## src/pkg/rsc_pkg.sv

```systemverilog
// Constants, register map and carrier types of the reset-source and watchdog block.
package rsc_pkg;

   // ----------------------------------------
   // Clock and timing
   // ----------------------------------------
   localparam int unsigned CLK_PERIOD_NS   = 10;
   localparam int unsigned POR_DELAY_MS    = 100;
   localparam int unsigned POR_DELAY_CYC   = POR_DELAY_MS * 1000000 / CLK_PERIOD_NS;
   localparam int unsigned MCD_TIMEOUT_US  = 220;
   localparam int unsigned MCD_TIMEOUT_CYC = MCD_TIMEOUT_US * 1000 / CLK_PERIOD_NS;
   localparam int unsigned PIN_EXIT_CYC    = 12;
   localparam int unsigned INT_HOLD_CYC    = 12;
   localparam int unsigned HOLD_W          = 24;
   localparam int unsigned MCD_W           = 20;

   // ----------------------------------------
   // Register map
   // ----------------------------------------
   localparam logic [7:0] CAUSE_ADDR = 8'hef;
   localparam logic [7:0] WDOG_ADDR  = 8'hff;

   // Watchdog control commands.
   localparam logic [7:0] CMD_ENABLE = 8'ha5;
   localparam logic [7:0] CMD_DIS1   = 8'hde;
   localparam logic [7:0] CMD_DIS2   = 8'had;
   localparam logic [7:0] CMD_LOCK   = 8'hff;

   // Watchdog control fields.
   localparam int unsigned WD_CMDBIT  = 7;
   localparam int unsigned WD_RUNBIT  = 4;
   localparam logic [2:0]  WD_IV_RST  = 3'h7;
   localparam logic [2:0]  DIS_WIN    = 3'h4;
   localparam int unsigned WDOG_EXP   = 3;
   localparam int unsigned WDOG_CNT_W = 21;

   // Reset cause bit positions.
   localparam int unsigned RC_CNV = 6;
   localparam int unsigned RC_CMP = 5;
   localparam int unsigned RC_SW  = 4;
   localparam int unsigned RC_MCD = 2;
   localparam int unsigned RC_POR = 1;
   localparam int unsigned RC_PIN = 0;

   // ----------------------------------------
   // Types
   // ----------------------------------------
   typedef struct packed {
      logic [7:0] addr;
      logic [7:0] wdata;
      logic       wr;
      logic       rd;
   } rsc_reg_req_t;

   typedef struct packed {
      logic cnv;
      logic cmp;
      logic sw;
      logic wdog;
      logic mcd;
      logic por;
      logic pin;
   } rsc_cause_t;

   localparam rsc_cause_t CAUSE_NONE = 7'h00;
   localparam rsc_cause_t CAUSE_POR  = 7'h02;

   typedef enum logic [1:0] {
      ST_RUN     = 2'h0,
      ST_PIN_LOW = 2'h1,
      ST_HOLD    = 2'h3
   } rsc_state_t;

endpackage

```

## src/rsc_wdog_timer.sv

```systemverilog
// Watchdog counter with a programmable power-of-four timeout.
`timescale 1ns/1ps
`default_nettype none

module rsc_wdog_timer
   import rsc_pkg::*;
#(
   parameter int unsigned CNT_W = WDOG_CNT_W
) (
   input  wire logic       clk_sys,
   input  wire logic       srst,
   input  wire logic       restart,
   input  wire logic       run,
   input  wire logic [2:0] interval,
   output logic            expired
);

   // ----------------------------------------
   // Elaboration check
   // ----------------------------------------
   generate
      if (CNT_W < 2 * (WDOG_EXP + 7) + 1) begin : g_bad_width
         $error("rsc_wdog_timer: counter too narrow for the longest interval");
      end
   endgenerate

   // ----------------------------------------
   // Counter
   // ----------------------------------------
   logic [CNT_W-1:0] count;
   logic [CNT_W-1:0] last_cnt;
   logic [4:0]       shift;

   // The last count is four to the power of (3 + interval) minus one.
   always_comb begin
      shift    = 5'(2 * (WDOG_EXP + 32'(interval)));
      last_cnt = ~({CNT_W{1'b1}} << shift);
   end

   // Count system clocks while running; a restart reloads the start value.
   always_ff @(posedge clk_sys) begin
      if (srst || restart) begin
         count   <= '0;
         expired <= 1'b0;
      end else if (run && count == last_cnt) begin
         count   <= '0;
         expired <= 1'b1;
      end else begin
         count   <= run ? count + 1'b1 : count;
         expired <= 1'b0;
      end
   end

endmodule

`default_nettype wire

```

## src/rsc_reset_ctrl.sv

```systemverilog
// Reset-source control, reset sequencer and watchdog of the microcontroller.
//
// Summary of operation
// Writing 0xa5 to watchdog control starts a stopped watchdog and reloads it.
// 0xde then 0xad within four clocks stops the watchdog; else ignored.
// Writing 0xff sets the disable lock without enabling or reloading.
// A set lock blocks every disable sequence until the next system reset.
// Watchdog control bit 4 reads 1 while counting, 0 while stopped.
// Low three bits hold the interval, written with bit 7 clear.
// Timeout is four to the power (3 + interval) clocks; overflow resets.
// Every system reset sets the interval field to 111 binary.
// Every system reset leaves the watchdog enabled, counting from zero.
// Bit 6 enables the convert-start input as active-low source; reads its flag.
// Bit 5 enables comparator zero low as reset source; reads its flag.
// Writing 1 to bit 4 forces an internal reset without the pin.
// Bit 3 reads 1 only after a watchdog timeout reset; read-only.
// Bit 2 enables the missing-clock detector; reads its flag.
// Missing-clock reset starts about 220 us after the last clock tick.
// With the strap high, bit 1 selects the supply monitor as source.
// Bit 1 reads 1 after power-on or supply reset, 0 after others.
// Software treats other flags and memory as unknown when bit 1 reads 1.
// Writing 1 to bit 0 forces a power-on reset and drives the pin low.
// Bit 0 reads 1 only after a reset from the external reset pin.
// After power-on the reset pin stays low for 100 ms before release.
// After other resets only the flag of the actual cause reads 1.
// Any write other than 0xad inside the window abandons the disable; here only watchdog control writes do, and 0xde reopens the window.
`timescale 1ns/1ps
`default_nettype none

module rsc_reset_ctrl
   import rsc_pkg::*;
#(
   parameter int unsigned POR_CYC = POR_DELAY_CYC,
   parameter int unsigned MCD_CYC = MCD_TIMEOUT_CYC
) (
   input  wire logic         clk_sys,
   input  wire logic         srst,
   input  wire rsc_reg_req_t reg_req,
   output logic [7:0]        reg_rdata,
   input  wire logic         rst_pin_in,
   output logic              rst_pin_out,
   output logic              rst_pin_oe_n,
   input  wire logic         convert_start_input,
   input  wire logic         analog_comparator_zero,
   input  wire logic         supply_monitor_strap_pin,
   input  wire logic         supply_above_threshold,
   input  wire logic         monitored_clock_tick,
   output logic              sys_reset,
   output logic              watchdog_running
);

   // ----------------------------------------
   // Elaboration checks
   // ----------------------------------------
   generate
      if (POR_CYC < 1 || POR_CYC >= (1 << HOLD_W)) begin : g_bad_por
         $error("rsc_reset_ctrl: POR_CYC out of range");
      end
      if (MCD_CYC < 1 || MCD_CYC >= (1 << MCD_W)) begin : g_bad_mcd
         $error("rsc_reset_ctrl: MCD_CYC out of range");
      end
   endgenerate

   // ----------------------------------------
   // Declarations
   // ----------------------------------------
   rsc_state_t        state;
   logic [HOLD_W-1:0] hold_cnt;
   logic              hold_por;
   rsc_cause_t        cause_flags;
   logic              in_run;
   logic              wr_wdog;
   logic              wr_cause;
   logic [2:0]        interval;
   logic              dis_lock;
   logic [2:0]        dis_arm;
   logic              wd_restart;
   logic              wd_expired;
   logic              cnv_en;
   logic              cmp_en;
   logic              mcd_en;
   logic              mon_sel;
   logic [MCD_W-1:0]  mcd_cnt;
   logic              mcd_timeout;
   logic              next_trig;
   logic              next_por;
   logic              next_pin;
   rsc_cause_t        next_flags;

   localparam logic [HOLD_W-1:0] POR_LAST = HOLD_W'(POR_CYC - 1);
   localparam logic [HOLD_W-1:0] PIN_LAST = HOLD_W'(PIN_EXIT_CYC - 1);
   localparam logic [HOLD_W-1:0] INT_LAST = HOLD_W'(INT_HOLD_CYC - 1);
   localparam logic [MCD_W-1:0]  MCD_LAST = MCD_W'(MCD_CYC - 1);

   // ----------------------------------------
   // Register decode
   // ----------------------------------------

   // Software writes count only while the system runs out of reset.
   assign in_run   = (state == ST_RUN);
   assign wr_wdog  = in_run && reg_req.wr && reg_req.addr == WDOG_ADDR;
   assign wr_cause = in_run && reg_req.wr && reg_req.addr == CAUSE_ADDR;

   // ----------------------------------------
   // Watchdog control
   // ----------------------------------------

   // Run state, lock, interval and the two-write disable window.
   always_ff @(posedge clk_sys) begin
      if (srst || !in_run) begin
         watchdog_running <= 1'b1;
         dis_lock         <= 1'b0;
         interval         <= WD_IV_RST;
         dis_arm          <= '0;
      end else if (wr_wdog) begin
         if (reg_req.wdata == CMD_ENABLE) begin
            watchdog_running <= 1'b1;
         end
         if (reg_req.wdata == CMD_LOCK) begin
            dis_lock <= 1'b1;
         end
         if (reg_req.wdata == CMD_DIS2 && dis_arm != '0 && !dis_lock) begin
            watchdog_running <= 1'b0;
         end
         // Any other write closes the window; a first-half write reopens it.
         dis_arm <= (reg_req.wdata == CMD_DIS1) ? DIS_WIN : 3'h0;
         if (!reg_req.wdata[WD_CMDBIT]) begin
            interval <= reg_req.wdata[2:0];
         end
      end else if (dis_arm != '0) begin
         dis_arm <= dis_arm - 3'h1;
      end
   end

   // The enable command reloads the counter; the lock command does not.
   assign wd_restart = !in_run || (wr_wdog && reg_req.wdata == CMD_ENABLE);

   rsc_wdog_timer #(
      .CNT_W (WDOG_CNT_W)
   ) u_wdog (
      .clk_sys  (clk_sys),
      .srst     (srst),
      .restart  (wd_restart),
      .run      (watchdog_running),
      .interval (interval),
      .expired  (wd_expired)
   );

   // ----------------------------------------
   // Reset-source enables
   // ----------------------------------------

   // Enable bits are write-only; every system reset returns them to default.
   always_ff @(posedge clk_sys) begin
      if (srst || !in_run) begin
         cnv_en  <= 1'b0;
         cmp_en  <= 1'b0;
         mcd_en  <= 1'b0;
         mon_sel <= 1'b1;
      end else if (wr_cause) begin
         cnv_en  <= reg_req.wdata[RC_CNV];
         cmp_en  <= reg_req.wdata[RC_CMP];
         mcd_en  <= reg_req.wdata[RC_MCD];
         mon_sel <= reg_req.wdata[RC_POR];
      end
   end

   // ----------------------------------------
   // Missing-clock detector
   // ----------------------------------------

   // Counts reference clocks since the last monitored tick.
   always_ff @(posedge clk_sys) begin
      if (srst || !mcd_en || monitored_clock_tick) begin
         mcd_cnt <= '0;
      end else if (mcd_cnt != MCD_LAST) begin
         mcd_cnt <= mcd_cnt + 1'b1;
      end
   end

   assign mcd_timeout = mcd_en && (mcd_cnt == MCD_LAST);

   // ----------------------------------------
   // Reset cause selection
   // ----------------------------------------

   // One cause wins per reset, power-related causes first.
   always_comb begin
      next_trig  = 1'b1;
      next_por   = 1'b0;
      next_pin   = 1'b0;
      next_flags = CAUSE_NONE;
      if (!supply_above_threshold && supply_monitor_strap_pin && mon_sel) begin
         next_por   = 1'b1;
         next_flags = CAUSE_POR;
      end else if (wr_cause && reg_req.wdata[RC_PIN]) begin
         next_por   = 1'b1;
         next_flags = CAUSE_POR;
      end else if (!rst_pin_in && rst_pin_oe_n) begin
         next_pin       = 1'b1;
         next_flags.pin = 1'b1;
      end else if (wr_cause && reg_req.wdata[RC_SW]) begin
         next_flags.sw = 1'b1;
      end else if (wd_expired) begin
         next_flags.wdog = 1'b1;
      end else if (mcd_timeout) begin
         next_flags.mcd = 1'b1;
      end else if (cnv_en && !convert_start_input) begin
         next_flags.cnv = 1'b1;
      end else if (cmp_en && !analog_comparator_zero) begin
         next_flags.cmp = 1'b1;
      end else begin
         next_trig = 1'b0;
      end
   end

   // Flags change only on entry to reset, so they show the last cause alone.
   always_ff @(posedge clk_sys) begin
      if (srst) begin
         cause_flags <= CAUSE_POR;
      end else if (in_run && next_trig) begin
         cause_flags <= next_flags;
      end
   end

   // ----------------------------------------
   // Reset sequencer
   // ----------------------------------------

   // Holds the system in reset and drives the pin for power-on kinds.
   always_ff @(posedge clk_sys) begin
      if (srst) begin
         state        <= ST_HOLD;
         hold_cnt     <= POR_LAST;
         hold_por     <= 1'b1;
         sys_reset    <= 1'b1;
         rst_pin_oe_n <= 1'b0;
      end else begin
         unique case (state)
            ST_RUN: begin
               if (next_trig && next_pin) begin
                  state     <= ST_PIN_LOW;
                  hold_por  <= 1'b0;
                  sys_reset <= 1'b1;
               end else if (next_trig) begin
                  state        <= ST_HOLD;
                  hold_cnt     <= next_por ? POR_LAST : INT_LAST;
                  hold_por     <= next_por;
                  sys_reset    <= 1'b1;
                  rst_pin_oe_n <= !next_por;
               end
            end
            ST_PIN_LOW: begin
               // Leave reset a fixed time after the pin is released.
               if (rst_pin_in) begin
                  state    <= ST_HOLD;
                  hold_cnt <= PIN_LAST;
               end
            end
            ST_HOLD: begin
               if (hold_por && !supply_above_threshold) begin
                  hold_cnt <= POR_LAST;
               end else if (hold_cnt == '0) begin
                  state        <= ST_RUN;
                  sys_reset    <= 1'b0;
                  rst_pin_oe_n <= 1'b1;
               end else begin
                  hold_cnt <= hold_cnt - 1'b1;
               end
            end
            default: begin
               state     <= ST_HOLD;
               hold_cnt  <= INT_LAST;
               sys_reset <= 1'b1;
            end
         endcase
      end
   end

   // The open-drain pin only ever pulls low.
   always_ff @(posedge clk_sys) begin
      rst_pin_out <= 1'b0;
   end

   // ----------------------------------------
   // Read data
   // ----------------------------------------

   // Read data stand in the cycle after the read strobe; others read zero.
   always_ff @(posedge clk_sys) begin
      if (srst) begin
         reg_rdata <= '0;
      end else if (reg_req.rd) begin
         unique case (reg_req.addr)
            WDOG_ADDR: begin
               reg_rdata             <= {5'h00, interval};
               reg_rdata[WD_RUNBIT]  <= watchdog_running;
            end
            CAUSE_ADDR: begin
               reg_rdata <= {1'b0, cause_flags};
            end
            default: begin
               reg_rdata <= '0;
            end
         endcase
      end else begin
         reg_rdata <= '0;
      end
   end

endmodule

`default_nettype wire

```

## config.mk

```make
export PLATFORM = sky130hd
export DESIGN_NAME = rsc_reset_ctrl
export DESIGN_NICKNAME = d
export VERILOG_FILES = /design/src/pkg/rsc_pkg.sv /design/src/rsc_wdog_timer.sv /design/src/rsc_reset_ctrl.sv
export SDC_FILE = /design/constraint.sdc
export NUM_CORES = 1
export LEC_CHECK = 0
export BUFFER_PORTS_ARGS = -buffer_cell sky130_fd_sc_hd__clkbuf_2
export CORE_UTILIZATION = 35
export CTS_CLUSTER_SIZE = 28
export DETAILED_ROUTE_END_ITERATION = 10
export PLACE_DENSITY = 0.56
export SYNTH_ARGS = -nofsm -noshare
export SYNTH_HDL_FRONTEND = slang
export SYNTH_SLANG_ARGS = --single-unit
```

## constraint.sdc

```tcl
create_clock -name clk_sys -period 3.6 [get_ports clk_sys]
set_input_delay 0.36 -clock clk_sys [delete_from_list [all_inputs] [get_ports clk_sys]]
set_output_delay 0.36 -clock clk_sys [all_outputs]
set_load 0.03 [all_outputs]
```

==> results of run 1 <==
-- flip-flops by register name, indices dropped and copies added, names as in the netlist, 2 cells and up --
| name | flops |
|---|---|
| cause_flags | 7 |
| dis_arm | 3 |
| hold_cnt | 24 |
| interval | 3 |
| mcd_cnt | 20 |
| reg_rdata | 7 |
| state | 2 |
| u_wdog.count | 21 |
-- power by group --
| group | internal (uW) | total, uW | leakage [uW] | switching [uW] |
|---|---|---|---|---|
| Combinational | 375 | 998 | 0.00117 | 623 |
| Clock | 560 | 987 | 0.000153 | 427 |
| Sequential | 1160 | 1250 | 0.000786 | 98.9 |
-- cell usage after synthesis, types with 4 or more instances --
cell,n
o21ai_1,4
nand2_1,55
nor4_1,14
nor2_1,93
clkbuf_1,19
ha_1,13
a22oi_1,4
a311oi_1,4
nor3_1,20
inv_1,17
and3_1,13
dfxtp_1,97
nand4_1,27
o31ai_1,11
buf_4,4
a31oi_1,10
o21a_1,5
and4_1,4
a221o_1,4
xor2_1,28
o21ai_0,21
nand2b_1,9
or3_1,7
nand3_1,29
xnor2_1,10
o211ai_1,7
mux2i_1,12
a21oi_1,35
-- logic make-up after synthesis --
logic type                 count (synthesis)  share of synthesized area (%)
DFF                                       97                           37.4
adders and majority gates                 13                           3.13
muxes                                     13                           2.53
AOI/OAI and AO/OA                        134                           17.6
buffers and inverters                     46                           3.85
xor gates and xnor gates                  38                           6.40
other                                      1                         0.0721
and+or+nand+nor                          299                           29.0
-- layer usage --
layer | vias up | wire length [um] | global-route usage [%]
li1 | 2389 | - | -
met3 | 13 | 804 | 4.76
met5 | - | 0 | 0
met1 | 2260 | 6390 | 24.4
met4 | 0 | 170 | 5.80
met2 | 151 | 5950 | 29.5
-- worst min path at each step --
stage                              start             end  slack [ns]  cells past startpoint
final                         reg_req[8]          cnv_en        0.31                      3
after global routing          reg_req[3]     interval[1]        0.31                      3
after CTS                     reg_req[3]         mon_sel        0.29                      3
after detailed placement  cause_flags[3]  cause_flags[3]        0.45                      2
after global placement    cause_flags[3]  cause_flags[3]        0.44                      2
after floorplan           cause_flags[3]  cause_flags[3]        0.43                      2
-- area by class of cell --
type,instances,area [um2],area share (%)
timing repair buffer,41,220,3.78
clock buffer,10,239,4.10
inverter,18,67.6,1.16
clock inverter,6,66.3,1.14
tap,184,230,3.95
multi-input combinational,499,3060,52.5
sequential,97,1940,33.3
-- through the flow --
step | power, uW | cells | setup slack (ns)
after floorplan | 2000 | 642 | 1.13
after global placement | 2240 | 839 | 0.735
after detailed placement | 2260 | 839 | 0.600
after CTS | 3250 | 855 | 0.581
after global routing | 3430 | 855 | 0.208
final | 3240 | 855 | 0.475
-- worst max-delay path, stage by stage, from the launching register on --
cell and delay, ns:
dfxtp_1 0.35, inv_1 0.09, ha_1 0.42, nand2_1 0.18
nor4_1 0.37, or4_4 0.26, o21a_1 0.67, nand2_1 0.33
o32ai_1 0.36
==> impl_metrics.json, run 1 <==
{
  "cts_max_level": 3,
  "final_cell_mix": "dfxtp_1 (97), nor2_1 (93), nand2_1 (55)",
  "worst_clock_skew_ns": 0.00833,
  "holdBufCountCts": 0,
  "slew_headroom_pct": 34.4,
  "wl_per_cell_um": 15.6,
  "finalSetupViolCount": 0,
  "io_buffers": 35,
  "dp_hpwl_um": 9600,
  "ios": 38,
  "max_cap_viol_count": 0,
  "core_area_um2": 14500,
  "ctsLongestPathBuffers": 2,
  "grt_pass1_wl_um": 22000,
  "fin_tns_setup_ns": 0,
  "fin_area_um2": 5830,
  "synth_cells": 641,
  "synth_cell_types": 72,
  "final_util_pct": 40.1,
  "grt_max_degree": 26,
  "min-delay-path-class": "in2reg",
  "synth-seq-area-share_pct": 37.4,
  "crit_end": "hold_cnt[17]",
  "rr_endpoint": "hold_cnt[17]",
  "synthToLayoutAreaGrowth_pct": 12.1,
  "synth_top_area_share_pct": 37.4,
  "drtIter0Drc": 422,
  "dieArea_um2": 15300,
  "initial_core_util_pct": 35.8,
  "clock_latency_ns": 0.35,
  "nFillCells": 1536,
  "status": "finished, final reports clean",
  "antenna_found_initial": 0,
  "syn_area_um2": 5200,
  "placementRows": 44,
  "antennaDiodeCount": 0,
  "overflow": 0,
  "place_congestion": 0.905,
  "antenna_left": 0,
  "cp-start-kind": "register",
  "worstSetupPathType": "reg2reg",
  "drt_first_pass_iters": 5,
  "cts.sinks": 97,
  "fin_crit_sh_pct": 86.8,
  "ys.flop_type": "dfxtp_1",
  "tightest_slew_ns": 0.976,
  "async_flop_share_pct": 0,
  "grt_setup_unrepaired": "false",
  "die_w_um": 124,
  "viasPerCell": 5.63,
  "yosys_warnings": 0,
  "routed-via-count": 4813,
  "reg2reg_depth": 8,
  "grt_pass1_vias": 4510,
  "clk_pin_slew_ns": 0.07,
  "cp-end-kind": "register",
  "crit_path_start": "state[0]",
  "avgSynthCellArea_um2": 8.11,
  "cts_setup_buffers": 0,
  "synth_seq_cells": 97,
  "arrival_ns": 3.38,
  "cts_tree": "done",
  "nets": 705,
  "hold_viol": 0,
  "power_density_nw_per_um2": 556,
  "r2r_setup_slack_ns": 0.48,
  "place_area_um2": 5520,
  "yosysTopAreaCell": "dfxtp_1",
  "final_common_cell": "dfxtp_1",
  "grt_usage_pct": 18.5,
  "reg2reg_from": "state[0]",
  "drive_gt1_share_pct": 11.2,
  "cts_resized": 0,
  "synth_edf_count": 0,
  "max_freq_mhz": 320,
  "maxSlewViolCount": 0,
  "vdd_drop_max_mv": 0.262,
  "power_leakage_uw": 0.00210,
  "cts_made_buffers": 9,
  "die_height_um": 124,
  "crit_required_ns": 3.86,
  "cts.root.buffer_cell": "clkbuf_16",
  "wirelength_um": 13300,
  "drcViolationCount": 0,
  "crit_fanout": 20,
  "whs_ns": 0.311,
  "layout_min_cycle_time_ns": 3.12,
  "synth_area_leaders": "dfxtp_1 (37%), nor2_1 (6.7%), xor2_1 (4.7%), nand2_1 (4.0%), a21oi_1 (3.4%)"
}
Power figures use the tool's default switching activity.
==> run 2, diff against run 1 <==
--- a/config.mk
+++ b/config.mk
@@ -9,7 +9,6 @@
 export CORE_UTILIZATION = 35
 export CTS_CLUSTER_SIZE = 28
 export DETAILED_ROUTE_END_ITERATION = 10
-export PLACE_DENSITY = 0.56
 export SYNTH_ARGS = -nofsm -noshare
 export SYNTH_HDL_FRONTEND = slang
 export SYNTH_SLANG_ARGS = --single-unit
==> impl_metrics.json, run 2 (same netlist as run 1, synthesis figures left out) <==
{
  "hold-path-cell-count": 3,
  "grt_use_met3_pct": 3.11,
  "p_int_uw": 2130,
  "rr_endpoint": "hold_cnt[17]",
  "p_clk_share_pct": 31.2,
  "power.total_uw": 3240,
  "max_cap_viol_count": 0,
  "nFillCells": 1498,
  "met2_usage_pct": 29.8,
  "reg_top3": "hold_cnt: 24 flops, u_wdog.count: 21 flops, mcd_cnt: 20 flops",
  "grt_pass1_vias": 4574,
  "crit_fanout": 20,
  "cts.root.buffer_cell": "clkbuf_16",
  "cpMostUsedCell": "nand2_1",
  "placementRows": 44,
  "final_util_pct": 40.0,
  "cts.sinks": 97,
  "max_freq_mhz": 327,
  "die_w_um": 124,
  "place_congestion": 0.868,
  "grtUsageMet1_pct": 24.8,
  "nets": 704,
  "clock_latency_ns": 0.36,
  "min-delay-path-class": "in2reg",
  "hold-path-endpoint": "cnv_en",
  "worstSetupPathType": "reg2reg",
  "drtIter0Drc": 316,
  "tightest_slew_ns": 0.912,
  "p_sw_share_pct": 34.3,
  "finalSetupViolCount": 0,
  "io_buffers": 35,
  "cts_max_level": 3,
  "die_height_um": 124,
  "drt_first_pass_iters": 7,
  "wl_per_cell_um": 15.5,
  "r2r_setup_slack_ns": 0.54,
  "dp_hpwl_um": 9480,
  "arrival_ns": 3.32,
  "routed-via-count": 4818,
  "seq_area_um2": 1940,
  "ios": 38,
  "fin_crit_sh_pct": 84.9,
  "hold_viol": 0,
  "cts_resized": 0,
  "cts_made_buffers": 9,
  "min_from": "reg_req[8]",
  "setup_slack_ns": 0.543,
  "largest_register_ffs": 24,
  "final_common_cell": "dfxtp_1",
  "overflow": 0,
  "whs_ns": 0.311,
  "grt_pass1_wl_um": 22300,
  "viasPerCell": 5.65,
  "fin_tns_setup_ns": 0,
  "ctsLongestPathBuffers": 2,
  "grt_usage_pct": 18.8,
  "pre_cts_ws_ns": 0.603,
  "top_register": "hold_cnt",
  "multi_input_area_um2": 3060,
  "worst_clock_skew_ns": 0.00752,
  "clk_pin_slew_ns": 0.07,
  "vdd_drop_max_mv": 0.226,
  "grt_setup_unrepaired": "false",
  "antenna_left": 0,
  "maxSlewViolCount": 0,
  "drcViolationCount": 0,
  "antenna_found_initial": 0,
  "layout_min_cycle_time_ns": 3.06,
  "initial_core_util_pct": 35.8,
  "holdBufCountCts": 0,
  "final_cell_mix": "dfxtp_1 (97), nor2_1 (93), nand2_1 (55)",
  "status": "finished, final reports clean",
  "sequentialPowerShare_pct": 38.5,
  "switchingPower_uw": 1110,
  "wirelength_um": 13200,
  "core_area_um2": 14500,
  "synthToLayoutAreaGrowth_pct": 11.8,
  "cp-end-kind": "register",
  "cp_cell_sequence": "inv_1 > ha_1 > nand2_1 > nor4_1 > or4_4 > o21a_1 > nand2_1 > o32ai_1",
  "cpMaxStageDelayCell": "o21a_1",
  "power_leakage_uw": 0.00209,
  "p_comb_share_pct": 30.2,
  "crit_path_max_incr_delay_ns": 0.64,
  "slew_headroom_pct": 38.7,
  "reg2reg_from": "state[0]",
  "top_usage_layer": "met2",
  "crit_required_ns": 3.87,
  "dieArea_um2": 15300,
  "reg2reg_depth": 8,
  "power_density_nw_per_um2": 557,
  "cts_tree": "done",
  "antennaDiodeCount": 0,
  "grt_max_degree": 26,
  "cts_setup_buffers": 0,
  "drive_gt1_share_pct": 10.6,
  "cp-start-kind": "register"
}
==> run 2: power by group through the flow <==
| stage | clock network [uW] | registers (uW) | logic (uW) |
|---|---|---|---|
| floorplan | 0 | 1250 | 757 |
| global placement | 0 | 1270 | 963 |
| detailed placement | 0 | 1270 | 968 |
| CTS | 1030 | 1250 | 972 |
| global route | 1080 | 1260 | 1100 |
| finish | 1010 | 1250 | 980 |
==> run 2: worst max-delay path: cells and delay by family (launching register included) <==
kind                     cells  cell delay, ns
flip-flops                   1            0.34
adder cells (fa/ha/maj)      1            0.39
buffers and inverters        1            0.08
AO/OA/AOI/OAI                2            0.98
AND/OR/NAND/NOR              4            1.17
==> run 2: worst max-delay path by stage <==
stage | cells past startpoint | start | end
finish | 8 | state[0] | hold_cnt[17]
global route | 8 | state[0] | hold_cnt[20]
CTS | 8 | state[0] | hold_cnt[17]
detailed placement | 8 | state[0] | hold_cnt[17]
global placement | 8 | state[0] | hold_cnt[20]
floorplan | 12 | interval[1] | u_wdog.count[10]
==> run 2: stage by stage <==
| step | instance area, um2 | instances |
|---|---|---|
| after global placement | 5510 | 838 |
| after detailed placement | 5510 | 838 |
| after global routing | 5810 | 852 |
| after CTS | 5810 | 852 |
| after floorplan | 5200 | 642 |
| final | 5810 | 852 |
==> run 2: per-layer routing <==
layer	up-vias	wire length (um)
li1	2384	-
met1	2288	6190
met2	128	6070
met3	18	635
met4	0	314
met5	-	0
==> run 2: layout make-up <==
cell class | count | area share (%)
well taps | 184 | 3.96
clock inverters | 4 | 1.21
clock buffers | 10 | 3.94
inverters | 18 | 1.16
multi-input cells | 499 | 52.7
flip-flops and latches | 97 | 33.4
repair buffers | 40 | 3.66
==> run 3, diff against run 2 <==
==> constraint.sdc (replaced) <==
create_clock -name clk_sys -period 2.7 [get_ports clk_sys]
set_input_delay 0.27 -clock clk_sys [delete_from_list [all_inputs] [get_ports clk_sys]]
set_output_delay 0.27 -clock clk_sys [all_outputs]
set_load 0.03 [all_outputs]
==> impl_metrics.json, run 3 (same netlist as run 1, synthesis figures left out) <==
{
  "core_area_um2": 14500,
  "worst_clock_skew_ns": 0.0116,
  "drive_gt1_share_pct": 13.4,
  "nets": 725,
  "drcViolationCount": 0,
  "crit_required_ns": 2.94,
  "setup_slack_ns": 0.225,
  "placed_cells": 859,
  "io_buffers": 35,
  "layout.cells.non_filler": 873,
  "cp-end-kind": "register",
  "drtIter0Drc": 337,
  "place_congestion": 0.892,
  "wl_per_cell_um": 15.2,
  "cpMaxStageDelayCell": "and3_1",
  "slew_headroom_pct": 47.8,
  "cts.root.buffer_cell": "clkbuf_16",
  "power_density_nw_per_um2": 727,
  "dieArea_um2": 15300,
  "vdd_drop_max_mv": 0.338,
  "cts_setup_buffers": 0,
  "holdBufCountCts": 0,
  "pre_cts_ws_ns": 0.271,
  "maxSlewViolCount": 0,
  "max_cap_viol_count": 0,
  "ctsLongestPathBuffers": 2,
  "synthToLayoutAreaGrowth_pct": 14.8,
  "crit_path_max_incr_delay_ns": 0.41,
  "fin_tns_setup_ns": 0,
  "dp_hpwl_um": 9880,
  "die_height_um": 124,
  "reg_top3": "hold_cnt: 24 flops, u_wdog.count: 21 flops, mcd_cnt: 20 flops",
  "final_util_pct": 41.1,
  "min-delay-path-class": "in2reg",
  "grt_pass1_vias": 4560,
  "viasPerCell": 5.57,
  "routed-via-count": 4861,
  "placementRows": 44,
  "grt_usage_pct": 18.4,
  "clock_latency_ns": 0.35,
  "hold_viol": 0,
  "antenna_found_initial": 0,
  "tightest_slew_ns": 0.776,
  "cpMostUsedCell": "and3_1",
  "antennaDiodeCount": 0,
  "overflow": 0,
  "wirelength_um": 13300,
  "power_leakage_uw": 0.00219,
  "finalSetupViolCount": 0,
  "cts_made_buffers": 9,
  "cp-start-kind": "register",
  "layout_min_cycle_time_ns": 2.48,
  "grt_max_degree": 25,
  "fin_crit_sh_pct": 91.7,
  "arrival_ns": 2.72,
  "cts_tree": "done",
  "status": "finished, final reports clean",
  "largest_register_ffs": 24,
  "drt_first_pass_iters": 7,
  "initial_core_util_pct": 35.8,
  "antenna_left": 0,
  "grt_pass1_wl_um": 22000,
  "ios": 38,
  "cp_top_family": "simple AND/OR/NAND/NOR gates",
  "cts.sinks": 97,
  "worst-path-buf-inv": 1,
  "final_cell_mix": "dfxtp_1 (97), nor2_1 (93), nand2_1 (55)",
  "power.total_uw": 4340,
  "top_register": "hold_cnt",
  "final_common_cell": "dfxtp_1",
  "clk_pin_slew_ns": 0.07,
  "cts_resized": 0,
  "crit_fanout": 11,
  "max_freq_mhz": 404,
  "die_w_um": 124,
  "cts_max_level": 3,
  "worstSetupPathType": "reg2reg",
  "cp_cell_sequence": "ha_1 > and4_1 > and3_1 > and3_1 > o21a_1 > buf_4 > nand2_1 > a221o_1",
  "grt_setup_unrepaired": "false"
}
==> run 3: changes by cell type in the layout (fill, tap and decap cells not counted), sizes merged <==
cell	previous run	this run
buf	5	26
bufinv	2	1
clkbuf	45	46
clkinv	2	1
clkinvlp	0	1
==> run 3: worst paths after layout <==
kind                                      from              to  slack (ns)  cells past startpoint
worst max-delay path                mcd_cnt[0]    hold_cnt[12]        0.22                      8
worst min-delay path                reg_req[3]         mon_sel        0.23                      3
worst max register to register      mcd_cnt[0]    hold_cnt[12]        0.22                      8
worst min register to register  cause_flags[3]  cause_flags[3]        0.46                      2
==> run 3: area by class of cell <==
| class | instances | area, um2 |
|---|---|---|
| well taps | 184 | 230 |
| clock inverters | 3 | 42.5 |
| fillers | 1496 | 8570 |
| inverters | 18 | 67.6 |
| flip-flops and latches | 97 | 1940 |
| repair buffers | 61 | 383 |
| multi-input cells | 499 | 3060 |
| clock buffers | 11 | 243 |
==> run 3: routing by layer <==
layer / vias up / wire length [um] / global-route usage, %
met4: 0 / 223 / 7.30
met5: - / 0 / 0
met3: 18 / 635 / 3.43
met2: 133 / 6240 / 29.7
li1: 2414 / - / -
met1: 2296 / 6200 / 24.0
==> run 3: power breakdown <==
| part | internal (uW) | leakage (uW) | switching (uW) | total (uW) |
|---|---|---|---|---|
| clock network | 732 | 0.000137 | 532 | 1260 |
| logic | 561 | 0.00127 | 845 | 1410 |
| registers | 1540 | 0.000786 | 129 | 1670 |
| total | 2830 | 0.00219 | 1510 | 4340 |
==> run 3: metrics by stage <==
step           instance area (um2)  hold WS [ns]
3_5_place_dp                  5680         0.453
5_1_grt                       5970         0.240
2_1_floorplan                 5200         0.398
3_3_place_gp                  5680         0.442
6_report                      5970         0.230
4_1_cts                       5970         0.204
==> run 3: worst reg2reg max path, cell delays in order (launching register included) <==
cell	delay, ns
dfxtp_1	0.38
ha_1	0.23
and4_1	0.29
and3_1	0.20
and3_1	0.41
o21a_1	0.24
buf_4	0.21
nand2_1	0.09
a221o_1	0.34
